**src/dbgsvc_cfg.svh**
```systemverilog
// constants for the debug channel and memory checksum block
`ifndef DBGSVC_CFG_SVH
`define DBGSVC_CFG_SVH
`define DBGSVC_CRC_POLY    32'hedb88320
`define DBGSVC_CRC_RST     32'h00000000
`define DBGSVC_CH_RST      32'h00000000
`define DBGSVC_DAL_EXIT    2'h2
`define DBGSVC_KEY_W       128
`define DBGSVC_KEY_ROW_LSB 512
`define DBGSVC_KEY_ROW_MSB 639
`define DBGSVC_WORD_STEP   32'h00000004
`define DBGSVC_WORD_LSB    2
`endif

```
**src/dbgsvc_pkg.sv**
```systemverilog
// shared types of the debug channel and memory checksum block
package dbgsvc_pkg;
  typedef logic [31:0] dbgsvc_word_t;           // data and address word
  typedef logic [29:0] dbgsvc_cnt_t;            // remaining word count
  typedef enum logic [1:0] {
    DBGSVC_IDLE = 2'b00,                        // waiting for a start
    DBGSVC_BUSY = 2'b01                         // fetching and folding words
  } dbgsvc_state_t;
endpackage

```
**src/dbgsvc_crc_if.sv**
```systemverilog
// carrier between the channel logic and the checksum engine
`timescale 1ns/1ps
interface dbgsvc_crc_if;
  import dbgsvc_pkg::*;
  logic         start;      // begin a check
  logic         clr;        // abort and clear status
  dbgsvc_word_t addr;       // first byte address
  dbgsvc_word_t size;       // length in bytes
  logic         seed_wr;    // load the data register
  dbgsvc_word_t seed;       // value for the data register
  logic         busy;       // check running
  logic         done;       // check finished
  logic         bus_error_flag;       // bus error seen
  dbgsvc_word_t result;     // data register
  logic         mem_req;    // read request level
  dbgsvc_word_t mem_addr;   // read address
  logic         mem_ack;    // read answer pulse
  logic         mem_err;    // read answer is an error
  dbgsvc_word_t mem_rdata;  // read data
  modport ctl (output start, clr, addr, size, seed_wr, seed, mem_ack, mem_err, mem_rdata,
               input busy, done, bus_error_flag, result, mem_req, mem_addr);
  modport eng (input start, clr, addr, size, seed_wr, seed, mem_ack, mem_err, mem_rdata,
               output busy, done, bus_error_flag, result, mem_req, mem_addr);
endinterface

```
**src/dbgsvc_crc.sv**
```systemverilog
// crc32 memory checksum engine, one word per read answer
`timescale 1ns/1ps
`include "dbgsvc_cfg.svh"
module dbgsvc_crc (
  input wire logic clk,
  input wire logic rst_n,
  dbgsvc_crc_if.eng ifc
);
  import dbgsvc_pkg::*;

  dbgsvc_state_t st_q, st_d;        // engine state
  dbgsvc_word_t  addr_q, addr_d;    // next read address
  dbgsvc_cnt_t   left_q, left_d;    // words still to fold
  dbgsvc_word_t  crc_q, crc_d;      // running checksum, also the data register
  logic          done_q, done_d;    // completion flag
  logic          bus_error_flag_q, bus_error_flag_d;    // bus error flag
  logic          req_q, req_d;      // read request

  // reflected crc32 over one little-endian word, no final inversion
  function automatic dbgsvc_word_t crc_step(input dbgsvc_word_t c, input dbgsvc_word_t d);
    dbgsvc_word_t r;
    r = c;
    for (int i = 0; i < 32; i++) begin
      r = (r[0] ^ d[i]) ? ((r >> 1) ^ `DBGSVC_CRC_POLY) : (r >> 1);
    end
    return r;
  endfunction

  // next-state logic; abort beats everything, a start while busy is ignored
  always_comb begin
    st_d   = st_q;
    addr_d = addr_q;
    left_d = left_q;
    crc_d  = crc_q;
    done_d = done_q;
    bus_error_flag_d = bus_error_flag_q;
    req_d  = req_q;
    if (ifc.clr) begin
      st_d   = DBGSVC_IDLE;
      req_d  = 1'b0;
      done_d = 1'b0;
      bus_error_flag_d = 1'b0;
    end else begin
      unique case (st_q)
        DBGSVC_IDLE: begin
          if (ifc.seed_wr) begin
            crc_d = ifc.seed;                             // seed kept uninverted by software
          end
          if (ifc.start) begin
            addr_d = {ifc.addr[31:`DBGSVC_WORD_LSB], 2'b00};
            left_d = ifc.size[31:`DBGSVC_WORD_LSB];
            done_d = 1'b0;                                // stale status dropped
            bus_error_flag_d = 1'b0;
            if (ifc.size[31:`DBGSVC_WORD_LSB] == '0) begin
              done_d = 1'b1;                              // empty range finishes at once
            end else begin
              st_d  = DBGSVC_BUSY;
              req_d = 1'b1;
            end
          end
        end
        DBGSVC_BUSY: begin
          if (ifc.mem_ack) begin
            if (ifc.mem_err) begin                        // stop on the first error
              bus_error_flag_d = 1'b1;
              done_d = 1'b1;
              st_d   = DBGSVC_IDLE;
              req_d  = 1'b0;
            end else begin
              crc_d  = crc_step(crc_q, ifc.mem_rdata);
              addr_d = addr_q + `DBGSVC_WORD_STEP;
              left_d = left_q - 30'h1;
              if (left_q == 30'h1) begin                  // last word folded
                done_d = 1'b1;
                st_d   = DBGSVC_IDLE;
                req_d  = 1'b0;
              end
            end
          end
        end
        default: begin                                    // unused code, recover
          st_d  = DBGSVC_IDLE;
          req_d = 1'b0;
        end
      endcase
    end
  end

  // state registers
  always_ff @(posedge clk or negedge rst_n) begin
    if (!rst_n) begin
      st_q   <= DBGSVC_IDLE;
      addr_q <= '0;
      left_q <= '0;
      crc_q  <= `DBGSVC_CRC_RST;
      done_q <= 1'b0;
      bus_error_flag_q <= 1'b0;
      req_q  <= 1'b0;
    end else begin
      st_q   <= st_d;
      addr_q <= addr_d;
      left_q <= left_d;
      crc_q  <= crc_d;
      done_q <= done_d;
      bus_error_flag_q <= bus_error_flag_d;
      req_q  <= req_d;
    end
  end

  assign ifc.busy     = (st_q == DBGSVC_BUSY);
  assign ifc.done     = done_q;
  assign ifc.bus_error_flag     = bus_error_flag_q;
  assign ifc.result   = crc_q;
  assign ifc.mem_req  = req_q;
  assign ifc.mem_addr = addr_q;
endmodule

```
**src/dbgsvc_top.sv**
```systemverilog
// debug channels, boot channels and memory checksum service logic
`timescale 1ns/1ps
`include "dbgsvc_cfg.svh"
// Function
// writing the start bit begins crc32
// software reset aborts a running check
// reader inverts result; seed stays raw
// completion flag set when check finishes
// reader checks bus error after completion
// two channels, cpu and debugger, unrestricted
// channels always reachable from debugger side
// written flag sets on write, clears on read
// no channel use during memory self-test
// do not mix debug and boot traffic
// channels cleared only by power-on/brownout
// boot exit needs access level two
// boot checksum needs nonzero matching key
// start clears old completion and error
module dbgsvc_top #(
  parameter int KEY_W = `DBGSVC_KEY_W
) (
  input  wire logic                  REF_CLK,
  input  wire logic                  NRST,
  input  wire logic                  SYS_NRST,
  input  wire logic                  CPU_WR,
  input  wire logic                  CPU_RD,
  input  wire logic                  CPU_SEL,
  input  dbgsvc_pkg::dbgsvc_word_t   CPU_WDATA,
  input  wire logic                  DBG_WR,
  input  wire logic                  DBG_RD,
  input  wire logic                  DBG_SEL,
  input  dbgsvc_pkg::dbgsvc_word_t   DBG_WDATA,
  output dbgsvc_pkg::dbgsvc_word_t   CH0_DATA,
  output dbgsvc_pkg::dbgsvc_word_t   CH1_DATA,
  output logic                       CH0_WRITTEN,
  output logic                       CH1_WRITTEN,
  input  wire logic                  CRC_START,
  input  wire logic                  SW_RESET,
  input  dbgsvc_pkg::dbgsvc_word_t   CRC_ADDR,
  input  dbgsvc_pkg::dbgsvc_word_t   CRC_SIZE,
  input  wire logic                  SEED_WR,
  input  dbgsvc_pkg::dbgsvc_word_t   SEED_DATA,
  input  wire logic                  BOOT_CRC_CMD,
  input  wire logic [KEY_W-1:0]      BOOT_CRC_KEY,
  input  wire logic [KEY_W-1:0]      ROW_KEY,
  output logic                       CRC_BUSY,
  output logic                       CRC_DONE,
  output logic                       BUS_ERROR,
  output dbgsvc_pkg::dbgsvc_word_t   CRC_DATA,
  output logic                       MEM_REQ,
  output dbgsvc_pkg::dbgsvc_word_t   MEM_ADDR,
  input  wire logic                  MEM_ACK,
  input  wire logic                  MEM_ERR,
  input  dbgsvc_pkg::dbgsvc_word_t   MEM_RDATA,
  input  wire logic                  COLD_PLUG,
  input  wire logic [1:0]            ACCESS_LEVEL,
  input  wire logic                  EXIT_CMD,
  output logic                       CPU_RELEASE,
  output logic                       CMD_REFUSED
);
  import dbgsvc_pkg::*;

  // the key compare is bytewise in the boot row, so only whole bytes make sense
  if (KEY_W < 8 || KEY_W % 8 != 0) begin : g_key_check
    $error("KEY_W must be a positive multiple of 8");
  end

  dbgsvc_crc_if crc ();                    // link to the checksum engine

  dbgsvc_word_t ch0_q, ch0_d;              // channel zero word
  dbgsvc_word_t ch1_q, ch1_d;              // channel one word
  logic         wf0_q, wf0_d;              // channel zero written flag
  logic         wf1_q, wf1_d;              // channel one written flag
  logic         rel_q, rel_d;              // cpu may leave the boot routine
  logic         ref_q, ref_d;              // boot checksum command refused
  logic         key_ok;                    // boot checksum key accepted
  logic         wr0, wr1, rd0, rd1;        // decoded channel strobes

  // decode; both parties reach both channels with no gating at any time
  always_comb begin
    wr0 = (CPU_WR && !CPU_SEL) || (DBG_WR && !DBG_SEL);
    wr1 = (CPU_WR &&  CPU_SEL) || (DBG_WR &&  DBG_SEL);
    rd0 = (CPU_RD && !CPU_SEL) || (DBG_RD && !DBG_SEL);
    rd1 = (CPU_RD &&  CPU_SEL) || (DBG_RD &&  DBG_SEL);
  end

  // channel next values; the debugger wins a same-cycle write to one channel
  always_comb begin
    ch0_d = ch0_q;
    ch1_d = ch1_q;
    if (DBG_WR && !DBG_SEL) begin
      ch0_d = DBG_WDATA;
    end else if (CPU_WR && !CPU_SEL) begin
      ch0_d = CPU_WDATA;
    end
    if (DBG_WR && DBG_SEL) begin
      ch1_d = DBG_WDATA;
    end else if (CPU_WR && CPU_SEL) begin
      ch1_d = CPU_WDATA;
    end
    // a write in the read cycle keeps the flag up so the new word is not missed
    wf0_d = wr0 ? 1'b1 : (rd0 ? 1'b0 : wf0_q);
    wf1_d = wr1 ? 1'b1 : (rd1 ? 1'b0 : wf1_q);
  end

  // channels double as boot channels, so only the power-on reset clears them
  always_ff @(posedge REF_CLK or negedge NRST) begin
    if (!NRST) begin
      ch0_q <= `DBGSVC_CH_RST;
      ch1_q <= `DBGSVC_CH_RST;
      wf0_q <= 1'b0;
      wf1_q <= 1'b0;
    end else begin
      ch0_q <= ch0_d;
      ch1_q <= ch1_d;
      wf0_q <= wf0_d;
      wf1_q <= wf1_d;
    end
  end

  // boot command checks; an all-zero row key shuts the command off
  always_comb begin
    key_ok = (ROW_KEY != '0) && (BOOT_CRC_KEY == ROW_KEY);
    ref_d  = BOOT_CRC_CMD && !key_ok;
    rel_d  = rel_q;
    if (!SYS_NRST) begin
      rel_d = 1'b0;                                               // reset re-enters boot
    end else if (!COLD_PLUG) begin
      rel_d = 1'b1;                                               // normal start leaves at once
    end else if (EXIT_CMD && ACCESS_LEVEL == `DBGSVC_DAL_EXIT) begin
      rel_d = 1'b1;
    end
    if (!SYS_NRST) begin
      ref_d = 1'b0;
    end
  end

  // boot command registers
  always_ff @(posedge REF_CLK or negedge NRST) begin
    if (!NRST) begin
      rel_q <= 1'b0;
      ref_q <= 1'b0;
    end else begin
      rel_q <= rel_d;
      ref_q <= ref_d;
    end
  end

  // engine control; system reset acts like the software reset on the checksum
  assign crc.start     = CRC_START || (BOOT_CRC_CMD && key_ok);
  assign crc.clr       = SW_RESET || !SYS_NRST;
  assign crc.addr      = CRC_ADDR;
  assign crc.size      = CRC_SIZE;
  assign crc.seed_wr   = SEED_WR;
  assign crc.seed      = SEED_DATA;
  assign crc.mem_ack   = MEM_ACK;
  assign crc.mem_err   = MEM_ERR;
  assign crc.mem_rdata = MEM_RDATA;

  dbgsvc_crc i_dbgsvc_crc (
    .clk   (REF_CLK),
    .rst_n (NRST),
    .ifc   (crc)
  );

  // outputs, each from a flip-flop here or in the engine
  assign CH0_DATA    = ch0_q;
  assign CH1_DATA    = ch1_q;
  assign CH0_WRITTEN = wf0_q;
  assign CH1_WRITTEN = wf1_q;
  assign CRC_BUSY    = crc.busy;
  assign CRC_DONE    = crc.done;          // status a completion
  assign BUS_ERROR   = crc.bus_error_flag;          // status a bus error, read after completion
  assign CRC_DATA    = crc.result;        // raw, uninverted
  assign MEM_REQ     = crc.mem_req;
  assign MEM_ADDR    = crc.mem_addr;
  assign CPU_RELEASE = rel_q;
  assign CMD_REFUSED = ref_q;
endmodule

```
**config.mk**
```make
export PLATFORM = sky130hd
export DESIGN_NAME = dbgsvc_top
export DESIGN_NICKNAME = d
export VERILOG_FILES = /design/src/dbgsvc_pkg.sv /design/src/dbgsvc_crc_if.sv /design/src/dbgsvc_crc.sv /design/src/dbgsvc_top.sv
export VERILOG_INCLUDE_DIRS = /design/src
export SDC_FILE = /design/constraint.sdc
export NUM_CORES = 1
export LEC_CHECK = 0
export BUFFER_PORTS_ARGS = -buffer_cell sky130_fd_sc_hd__buf_4
export CAP_MARGIN = 5
export CELL_PAD_IN_SITES_DETAIL_PLACEMENT = 0
export CELL_PAD_IN_SITES_GLOBAL_PLACEMENT = 1
export CORE_AREA = 2 2 237 239
export CTS_CLUSTER_DIAMETER = 120
export DETAILED_ROUTE_END_ITERATION = 10
export DIE_AREA = 0 0 239 241
export PLACE_DENSITY = 0.57
export SLEW_MARGIN = 5
export SYNTH_ARGS = -nofsm -noshare
export SYNTH_HDL_FRONTEND = slang
export SYNTH_SLANG_ARGS = --single-unit
```
**constraint.sdc**
```tcl
create_clock -name REF_CLK -period 5.3 [get_ports REF_CLK]
set_input_delay 0.265 -clock REF_CLK [delete_from_list [all_inputs] [get_ports REF_CLK]]
set_output_delay 0.265 -clock REF_CLK [all_outputs]
set_load 0.05 [all_outputs]
```
# == Word-level counts from Yosys, hierarchy flattened ==
# Index checks and enable logic that the tools add are counted.
# classes
addsub,2
n_mul,0
n_div,0
order_cmp,0
eq_ne,14
n_shift,0
mux,82
bitwise,65
n_reduce_logical,36
# ops
cell,count
$mux W32,42
$not A13 Y14,32
$eq A128 B128 Y1,1
$pmux W32 S2,2
$reduce_bool A128 Y1,1
$mux W30,3
$pmux W30 S2,1
$add A32 B3 Y32 const B,1
$xor A1 B1 Y1,32
$eq A30 B1 Y1 const B,1
$logic_not A30 Y1,1
$sub A30 B1 Y30 const B,1
$mux W1,24
$logic_and A1 B1 Y1,12
$mux W2,6
$reduce_and A4 Y1,3
$reduce_and A5 Y1,2
$reduce_bool A2 Y1,5
$logic_or A1 B1 Y1,6
$ne A2 B2 Y1 const B,3
$ne A3 B1 Y1 const B,2
$ne A3 B3 Y1 const B,2
$pmux W1 S2,3
$logic_not A1 Y1,4
other kinds (9),9
# totals
reg_bits,167
latchBits,0
ram_bits,0
romBits,0
input_bits,467
output_inout_bits,136
elab_cells,212
n_memories,0

# == Depth between registers and ports, before layout ==
# Gate-level depths: netlist of run 1.
# depth
ltp_word,67
ltp_mapped,11
depth_no_buf,11

# == Hierarchy ==
# Synthesis of run 1 repeated with hierarchy kept, for this count alone.
# unflattened
cells_unflattened,1376
hier_area_um2,13251.5
# by_module_without_submodules
module,n_inst,cells_each,area_per_inst_um2,seq_area_each_um2
dbgsvc_crc,1,864,8483.1,2377.3
dbgsvc_top,1,512,4768.3,1701.6

# == Worst setup path after synthesis of run 1 ==
# No wires, ideal clock.
# synth_path
kind,reg2reg
start,"reg i_dbgsvc_crc.crc_q[2], in the netlist i_dbgsvc_crc.ifc.result[2]"
end,"reg i_dbgsvc_crc.crc_q[21], in the netlist i_dbgsvc_crc.ifc.result[21]"
setup_time_ns,0.065
arrival_time_ns,4.245
required_ns,5.235
slack_ns,0.990
stages_incl_launch_ff,11
path_buffers,0
period_less_slack_ns,4.310
cell_sequence,dfrtp_1 > xor2_4 > xnor3_1 > xnor2_1 > xnor3_1 > xnor3_1 > xnor3_1 > xor2_2 > xnor3_1 > a211oi_1 > a21o_1
# synth_between
elab_chain_len,48
word_cells_on_any_way,76
classes_between,mux (35); bitwise (41)
# synth_lines
element,line,text
"start, declared",dbgsvc_crc.sv:14,"dbgsvc_word_t crc_q, crc_d;"
"start signal, assigned",dbgsvc_crc.sv:95,crc_q <= `DBGSVC_CRC_RST;
"start signal, assigned",dbgsvc_crc.sv:103,crc_q <= crc_d;
$mux W32 (*) (2 in a row),dbgsvc_crc.sv:24,r = (r[0] ^ d[i]) ? ((r >> 1) ^ `DBGSVC_CRC_POLY) : (r >> 1);
$xor A1 B1 Y1 (*),dbgsvc_crc.sv:24,
$mux W32 (*) (3 in a row),dbgsvc_crc.sv:24,
$not A13 Y14 (no line) / $mux W32 (equally long branches),-,
$mux W32 (*) (6 in a row),dbgsvc_crc.sv:24,
$xor A1 B1 Y1 / $mux W32 (equally long branches),dbgsvc_crc.sv:24,
$mux W32 (*),dbgsvc_crc.sv:24,
$not A13 Y14 (no line) / $xor A1 B1 Y1 (equally long branches),-,
(+23 left out),-,
$mux W32 (*),dbgsvc_crc.sv:24,
$not A13 Y14 (no line),-,
$mux W32 (*) (2 in a row),dbgsvc_crc.sv:24,
$not A13 Y14 (no line),-,
$mux W32 (*),dbgsvc_crc.sv:24,
$mux W32 (*),dbgsvc_crc.sv:64,if (ifc.mem_err) begin
$mux W32 (*),dbgsvc_crc.sv:63,if (ifc.mem_ack) begin
$pmux W32 S2 (*),dbgsvc_crc.sv:44,unique case (st_q)
# Every way passes the cells marked *; elsewhere a longest branch is shown, timed or not. The select of a mux whose other input is x is not followed.
# A chain may end at the register's enable or synchronous reset.

# == Final worst setup path of run 1 ==
# Same ends and word-level chain as after synthesis.

==> results.json, run 1 <==
{
  "overflow": 0,
  "report.final.slew_viol_count": 0,
  "gr-usage-all-layers_pct": 24.9,
  "initialDrtViolationCount": 904,
  "syn_to_final_growth_pct": 46.5,
  "core_sq_mm": 0.0549,
  "crit_path_start_kind": "register",
  "required_ns": 5.69,
  "clkSinkCount": 163,
  "drtAntennaViolNets": 0,
  "cts_buffer_depth": 2,
  "via_count": 13243,
  "synth_edf_count": 0,
  "layout-drive-gt1-share_pct": 34.2,
  "row_count": 86,
  "critPathArrivalTime_ns": 4.95,
  "finalHoldViolCount": 0,
  "yosys.area_share.adder_pct": 0.281,
  "synth-simple-area-share_pct": 14.6,
  "clock_latency_ns": 0.46,
  "synthTopCellsByArea": "dfrtp_1, xor2_1, xnor2_1, xnor3_1, mux2i_1",
  "root_buffer": "clkbuf_16",
  "ys_async_sr_fraction_pct": 100,
  "critPathCaptureType": "register",
  "cts_made_buffers": 17,
  "routed_wl_mm": 72.9,
  "io-pin-count": 603,
  "hold_class": "in -> reg",
  "dieArea_sq_mm": 0.0576,
  "reg2reg_depth": 10,
  "max-slew-margin-rel_pct": 23.5,
  "clk_pin_slew_worst_paths_ns": 0.07,
  "rsz0062_at_grt": "false",
  "ys_types": 60,
  "cp_max_fo": 8,
  "ctsResizeCount": 0,
  "muxShareOfSynthArea_pct": 6.23,
  "grt_pass1_wl_mm": 100,
  "grt_max_degree": 97,
  "fin_skew_ns": 0.0126,
  "antenna_found_initial": 7,
  "worst_slew_pin_slew_ns": 1.15,
  "nets": 2490,
  "netlist_instances": 1416,
  "synthFlopType": "dfrtp_1",
  "gp_congestion": 0.991,
  "synthXorXnorAreaFrac_pct": 33.4,
  "yosysMostFrequentCell": "xor2_1",
  "ys_warn_count": 0,
  "chipWidth_um": 239,
  "n_fill_cell": 5738,
  "cts_tree": "built",
  "synth_seq_cells": 163,
  "setup_viol": 0,
  "netlist_area_sq_mm": 0.0134,
  "via_per_inst": 4.83,
  "hold_depth": 3,
  "period_share_pct": 86.0,
  "synth_compound_area_share_pct": 12.7,
  "maxCapViolCount": 0,
  "netlist.area_leader.share_pct": 30.5,
  "htreeDepth": 4,
  "drtPass1Iterations": 5,
  "synth-seq-area-share_pct": 30.5,
  "initial_core_util_pct": 24.4,
  "yosys-top-cells-count": "xor2_1, dfrtp_1, nand2_1",
  "max_freq_ghz": 0.219,
  "io_buffers": 596,
  "grt_pass1_vias": 13520,
  "yosys.area.top_type": "dfrtp_1",
  "status": "complete, no violations",
  "wl_per_cell_um": 26.6,
  "path_class": "reg -> reg",
  "syn_avg_cell_area_sq_um": 9.45,
  "period_minus_slack_ns": 4.56,
  "die_h_um": 241,
  "dpl.hpwl_mm": 61.7,
  "setup_tns_ns": 0,
  "synth_top_family_by_area": "XOR/XNOR gates",
  "drc": 0
}
routing by layer:
metal / up-vias / global-route usage (%) / part of all wire, %
li1: 6253 / - / -
met1: 6442 / 33.2 / 45
met2: 485 / 38.8 / 45
met3: 55 / 8.30 / 8.2
met4: 8 / 5.64 / 1.6
met5: - / 0 / 0.071
worst paths after layout:
check                                              end  slack [ns]                        from
setup / recovery           i_dbgsvc_crc.ifc.result[21]        0.74  i_dbgsvc_crc.ifc.result[2]
hold / removal                            CH1_DATA[11]        0.03               DBG_WDATA[11]
setup reg to reg           i_dbgsvc_crc.ifc.result[21]        0.74  i_dbgsvc_crc.ifc.result[2]
hold reg to reg                i_dbgsvc_crc.left_q[16]        0.49     i_dbgsvc_crc.left_q[16]
max in group asynchronous      i_dbgsvc_crc.left_q[16]        3.80                        NRST
min in group asynchronous                 CH0_DATA[29]        0.37                        NRST
cell usage in the layout, fill, tap and decap left out, drive strengths merged, types with 3 or more instances in the layout:
cell | Yosys | routed
diode | 0 | 4
o22ai | 25 | 25
or3 | 5 | 5
xnor3 | 53 | 53
a31oi | 7 | 7
dlygate4sd3 | 0 | 32
nand2b | 7 | 7
o311ai | 4 | 4
and3 | 13 | 13
nand4 | 23 | 23
xor3 | 5 | 5
or4 | 4 | 4
a21o | 8 | 8
a22oi | 7 | 7
o21ai | 131 | 131
o211ai | 7 | 7
inv | 13 | 21
ha | 3 | 3
dfrtp | 163 | 163
nor2 | 54 | 54
xnor2 | 148 | 148
nand3 | 37 | 37
clkinv | 0 | 5
a21oi | 80 | 80
mux2i | 81 | 81
nor3 | 12 | 12
nor4 | 84 | 84
nand2 | 153 | 153
o221a | 3 | 3
clkbuf | 55 | 18
xor2 | 181 | 181
a211oi | 10 | 10
nor2b | 3 | 3
buf | 11 | 618
logic make-up after synthesis:
kind of cell             after synthesis
AO/OA/AOI/OAI                        298
adder cells (fa/ha/maj)                3
buffers and inverters                 79
XOR/XNOR                             387
multiplexers                          83
AND/OR/NAND/NOR                      402
other                                  1
flip-flops                           163
layout make-up:
cell class | instances | area [sq um] | area share [%]
Antenna cell | 4 | 10.0 | 0.0511
Clock buffer | 18 | 439 | 2.24
Clock inverter | 14 | 141 | 0.721
Inverter | 13 | 48.8 | 0.249
Multi-Input combinational cell | 1175 | 9020 | 46.0
Sequential cell | 163 | 4080 | 20.8
Tap cell | 704 | 881 | 4.49
Timing Repair Buffer | 650 | 4980 | 25.4
critical path, stage by stage (launching register included):
cell      delay, ns
dfrtp_1        0.46
xor2_4         0.43
xnor3_1        0.55
xnor2_1        0.43
xnor3_1        0.64
xnor3_1        0.59
xnor3_1        0.37
xor2_2         0.24
xnor3_1        0.43
a211oi_1       0.24
a21o_1         0.11
sequential cells by signal, indices dropped and copies added, names as in the netlist:
signal                           count
i_dbgsvc_crc.left_q                 30
CH0_DATA                            32
CH1_WRITTEN                          1
i_dbgsvc_crc.ifc.mem_req             1
CH1_DATA                            32
i_dbgsvc_crc.ifc.result             32
CMD_REFUSED                          1
CPU_RELEASE                          1
i_dbgsvc_crc.ifc.bus_error_flag      1
CH0_WRITTEN                          1
i_dbgsvc_crc.ifc.done                1
i_dbgsvc_crc.ifc.mem_addr           30
through the flow:
stage / utilization (%) / hold slack (ns) / instance area [sq um] / setup WS, ns / std cells
4_1_cts: 35.7 / 0.00106 / 19600 / 0.744 / 2737
3_3_place_gp: 34.1 / 0.317 / 18700 / 0.767 / 2673
6_report: 35.7 / 0.0321 / 19600 / 0.741 / 2741
2_1_floorplan: - / -0.0306 / 13400 / 0.990 / 1417
5_1_grt: 35.7 / 0.0114 / 19600 / 0.529 / 2740
3_5_place_dp: 34.1 / 0.321 / 18700 / 0.782 / 2673
what timing repair did:
action / CTS / global route
hold endpoints to repair: 123 / 0
buffers inserted: 0 / 0
hold buffers: 32 / 0
Power of run 1 is left out: the tool's default activity adds up to more than one toggle a clock period on the data nets, which glitch-free logic cannot reach.
==> run 2: changes to the inputs <==
- PLACE_DENSITY: 0.57 -> unset
- PLACE_DENSITY_LB_ADDON: unset -> 0.05
- SETUP_SLACK_MARGIN: unset -> 0.15
- SKIP_LAST_GASP: unset -> 1
==> results.json, run 2 (synthesized netlist as in run 1, its figures left out) <==
{
  "status": "complete, no violations",
  "grt_max_degree": 91,
  "maxCapViolCount": 0,
  "core_sq_mm": 0.0549,
  "clkSinkCount": 163,
  "register_area_sq_mm": 0.00408,
  "rrSetupSlack_ns": 0.68,
  "hold_depth": 2,
  "holdPathEnd": "CH1_WRITTEN",
  "ctsResizeCount": 0,
  "required_ns": 5.72,
  "period_minus_slack_ns": 4.62,
  "cp_max_fo": 8,
  "io_buffers": 596,
  "root_buffer": "clkbuf_16",
  "critPathCaptureType": "register",
  "worst_slew_pin_slew_ns": 0.985,
  "die_h_um": 241,
  "via_per_inst": 4.72,
  "via_count": 12974,
  "clock_latency_ns": 0.49,
  "hold_ws_ns": 0.0482,
  "grt_use_met3_pct": 6.65,
  "cts_buffer_depth": 2,
  "clk_pin_slew_worst_paths_ns": 0.08,
  "fin_util_pct": 35.9,
  "critPathArrivalTime_ns": 5.04,
  "report.final.slew_viol_count": 0,
  "most-common-layout-cells": "buf_4, xor2_1, dfrtp_1, nand2_1, xnor2_1",
  "hold_class": "in -> reg",
  "post_dp_cell_area_sq_mm": 0.0187,
  "routed_wl_mm": 69.1,
  "grt_busiest_layer": "met2",
  "setup_viol": 0,
  "reg2reg_depth": 10,
  "path_class": "reg -> reg",
  "min_from": "CPU_WR",
  "grt_pass1_wl_mm": 98.2,
  "fin_skew_ns": 0.0144,
  "overflow": 0,
  "max_freq_ghz": 0.216,
  "layout-drive-gt1-share_pct": 34.1,
  "drtAntennaViolNets": 0,
  "final_common_cell": "buf_4",
  "rsz0062_at_grt": "false",
  "multiInputGateArea_sq_mm": 0.00902,
  "initialDrtViolationCount": 794,
  "cts_made_buffers": 17,
  "wl_per_cell_um": 25.1,
  "n_fill_cell": 5769,
  "gr-usage-all-layers_pct": 23.8,
  "dieArea_sq_mm": 0.0576,
  "met1_usage_pct": 31.2,
  "max-slew-margin-rel_pct": 34.2,
  "drc": 0,
  "initial_core_util_pct": 24.4,
  "reg2reg_to": "i_dbgsvc_crc.ifc.result[21]",
  "io-pin-count": 603,
  "fin_area_sq_mm": 0.0197,
  "antenna_found_initial": 13,
  "grt_pass1_vias": 13541,
  "dpl.hpwl_mm": 57.4,
  "finalHoldViolCount": 0,
  "nets": 2498,
  "gp_congestion": 0.909,
  "syn_to_final_growth_pct": 47.0,
  "period_share_pct": 87.2,
  "row_count": 86,
  "timing.rr.start": "i_dbgsvc_crc.ifc.result[2]",
  "met2_usage_pct": 38.9,
  "cts_tree": "built",
  "crit_path_start_kind": "register",
  "drtPass1Iterations": 5,
  "chipWidth_um": 239,
  "htreeDepth": 4,
  "setup_tns_ns": 0
}
run 2: what timing repair did:
item / in CTS / in global routing
endpoints found under the hold margin: 116 / 0
setup endpoints to repair: 0 / 0
hold buffers: 38 / 0
buffers inserted: 0 / 0
run 2: worst max-delay path by stage:
stage / startpoint / end / slack, ns / depth (start not counted)
floorplan: i_dbgsvc_crc.ifc.result[2] / i_dbgsvc_crc.ifc.result[21] / 0.99 / 10
global placement: i_dbgsvc_crc.ifc.result[2] / i_dbgsvc_crc.ifc.result[21] / 0.75 / 10
detailed placement: i_dbgsvc_crc.ifc.result[2] / i_dbgsvc_crc.ifc.result[21] / 0.71 / 10
CTS: i_dbgsvc_crc.ifc.result[2] / i_dbgsvc_crc.ifc.result[21] / 0.66 / 10
global route: i_dbgsvc_crc.ifc.result[2] / i_dbgsvc_crc.ifc.result[16] / 0.50 / 10
finish: i_dbgsvc_crc.ifc.result[2] / i_dbgsvc_crc.ifc.result[21] / 0.68 / 10
run 2: worst max-delay path, cell delays in order, from the launching register on:
cell      delay (ns)
dfrtp_1         0.48
xor2_4          0.44
xnor3_1         0.53
xnor2_1         0.40
xnor3_1         0.65
xnor3_1         0.57
xnor3_1         0.42
xor2_2          0.24
xnor3_1         0.46
a211oi_1        0.25
a21o_1          0.11
run 2: metrics by stage:
step / instances / worst slack (ns)
after floorplan: 1417 / 0.990
after global placement: 2675 / 0.752
after detailed placement: 2675 / 0.706
after CTS: 2745 / 0.660
after global routing: 2749 / 0.499
final: 2751 / 0.680
run 2: metal layers:
metal	up-vias	wire length, um
met1	6232	30800
met2	401	32600
met3	49	4660
li1	6282	-
met4	10	932
met5	-	67
run 2: area by class of cell:
cell class,instances,area share (%)
Inverter,13,0.248
Multi-Input combinational cell,1175,45.9
Tap cell,704,4.48
Clock inverter,15,0.808
Timing Repair Buffer,658,25.6
Clock buffer,17,2.16
Antenna cell,6,0.0763
Sequential cell,163,20.8
Power of run 2 is left out for the same reason.
==> run 3: changes to the inputs <==
- PLACE_DENSITY_LB_ADDON: 0.05 -> 0.1
==> results.json, run 3 (synthesized netlist as in run 1, its figures left out) <==
{
  "ctsResizeCount": 0,
  "row_count": 86,
  "path_buf_inv": 0,
  "setup_viol": 0,
  "post_cts_buffers": 0,
  "dpl.hpwl_mm": 54.5,
  "finalHoldViolCount": 0,
  "grt_pass1_vias": 13651,
  "cts_tree": "built",
  "gr-usage-all-layers_pct": 22.8,
  "hold_ws_ns": 0.0532,
  "crit_chain": "xor2_1 > xnor3_1 > xnor3_1 > xnor3_1 > xnor3_1 > xnor3_1 > xor2_2 > xnor3_1 > a211oi_1 > a21o_1",
  "rsz0062_at_grt": "false",
  "drtAntennaViolNets": 0,
  "status": "complete, no violations",
  "io-pin-count": 603,
  "cp_max_fo": 6,
  "crit_path_start_kind": "register",
  "drc": 0,
  "crit_top_cell": "xnor3_1",
  "htreeDepth": 4,
  "syn_to_final_growth_pct": 47.3,
  "overflow": 0,
  "fin_skew_ns": 0.0113,
  "layout-drive-gt1-share_pct": 34.1,
  "dieArea_sq_mm": 0.0576,
  "clk_pin_slew_worst_paths_ns": 0.07,
  "worst_slew_pin_slew_ns": 1.01,
  "report.final.slew_viol_count": 0,
  "initialDrtViolationCount": 728,
  "clkSinkCount": 163,
  "setup_tns_ns": 0,
  "root_buffer": "clkbuf_16",
  "max-slew-margin-rel_pct": 32.3,
  "period_minus_slack_ns": 4.56,
  "ctsHoldBuffers": 38,
  "die_h_um": 241,
  "most-common-layout-cells": "buf_4, xor2_1, dfrtp_1, nand2_1, xnor2_1",
  "hold_class": "in -> reg",
  "timing.final.ws_setup_ns": 0.736,
  "via_per_inst": 4.76,
  "wl_per_cell_um": 24.0,
  "cp_top_family": "XOR/XNOR gates",
  "grt_pass1_wl_mm": 94.9,
  "final_common_cell": "buf_4",
  "path_class": "reg -> reg",
  "initial_core_util_pct": 24.4,
  "dp_slack_ns": 0.750,
  "via_count": 13075,
  "period_share_pct": 86.1,
  "cpPeakStageDelay_ns": 0.60,
  "io_buffers": 596,
  "critical_path.slowest_cell": "xnor3_1",
  "required_ns": 5.72,
  "critPathArrivalTime_ns": 4.98,
  "cts_made_buffers": 17,
  "critPathCaptureType": "register",
  "grt_max_degree": 122,
  "chipWidth_um": 239,
  "gp_congestion": 0.965,
  "maxCapViolCount": 0,
  "nets": 2496,
  "clock_latency_ns": 0.48,
  "antenna_found_initial": 8,
  "routed_wl_mm": 66.0,
  "drtPass1Iterations": 6,
  "fin_util_pct": 35.9,
  "core_sq_mm": 0.0549,
  "cts_buffer_depth": 2,
  "max_freq_ghz": 0.219
}
==> run 3: worst reg2reg max path, stage by stage, from the launching register on <==
cell,delay (ns)
dfrtp_1,0.46
xor2_1,0.54
xnor3_1,0.60
xnor3_1,0.42
xnor3_1,0.50
xnor3_1,0.55
xnor3_1,0.39
xor2_2,0.24
xnor3_1,0.45
a211oi_1,0.25
a21o_1,0.11
==> run 3: layer usage <==
layer  up-vias  GRT usage [%]  share of wire [%]
met4        10           4.34                1.1
met2       417           38.9                 50
li1       6278              -                  -
met5         -              0               0.10
met1      6322           28.9                 43
met3        48           6.16                6.5
==> run 3: area by class of cell <==
class | count | area, sq um
diodes | 4 | 10.0
clock buffers | 17 | 425
clock inverters | 15 | 188
fillers | 5725 | 35200
inverters | 13 | 48.8
multi-input cells | 1175 | 9020
flip-flops and latches | 163 | 4080
well taps | 704 | 881
repair buffers | 656 | 5050
==> run 3: worst paths after layout <==
| check | start | to | slack [ns] | cells after the start |
|---|---|---|---|---|
| max in group asynchronous | NRST | CH1_DATA[11] | 3.85 | 3 |
| max | i_dbgsvc_crc.ifc.result[4] | i_dbgsvc_crc.ifc.result[21] | 0.74 | 10 |
| min reg2reg | i_dbgsvc_crc.left_q[16] | i_dbgsvc_crc.left_q[16] | 0.51 | 2 |
| min in group asynchronous | NRST | i_dbgsvc_crc.ifc.result[6] | 0.26 | 2 |
| min | CPU_WR | CH1_WRITTEN | 0.05 | 2 |
| max reg2reg | i_dbgsvc_crc.ifc.result[4] | i_dbgsvc_crc.ifc.result[21] | 0.74 | 10 |
==> run 3: stage by stage <==
step	instances	area, sq um
after floorplan	1417	13400
after detailed placement	2673	18700
after global routing	2745	19700
after CTS	2743	19700
final	2747	19700
after global placement	2673	18700
Power of run 3 is left out for the same reason.
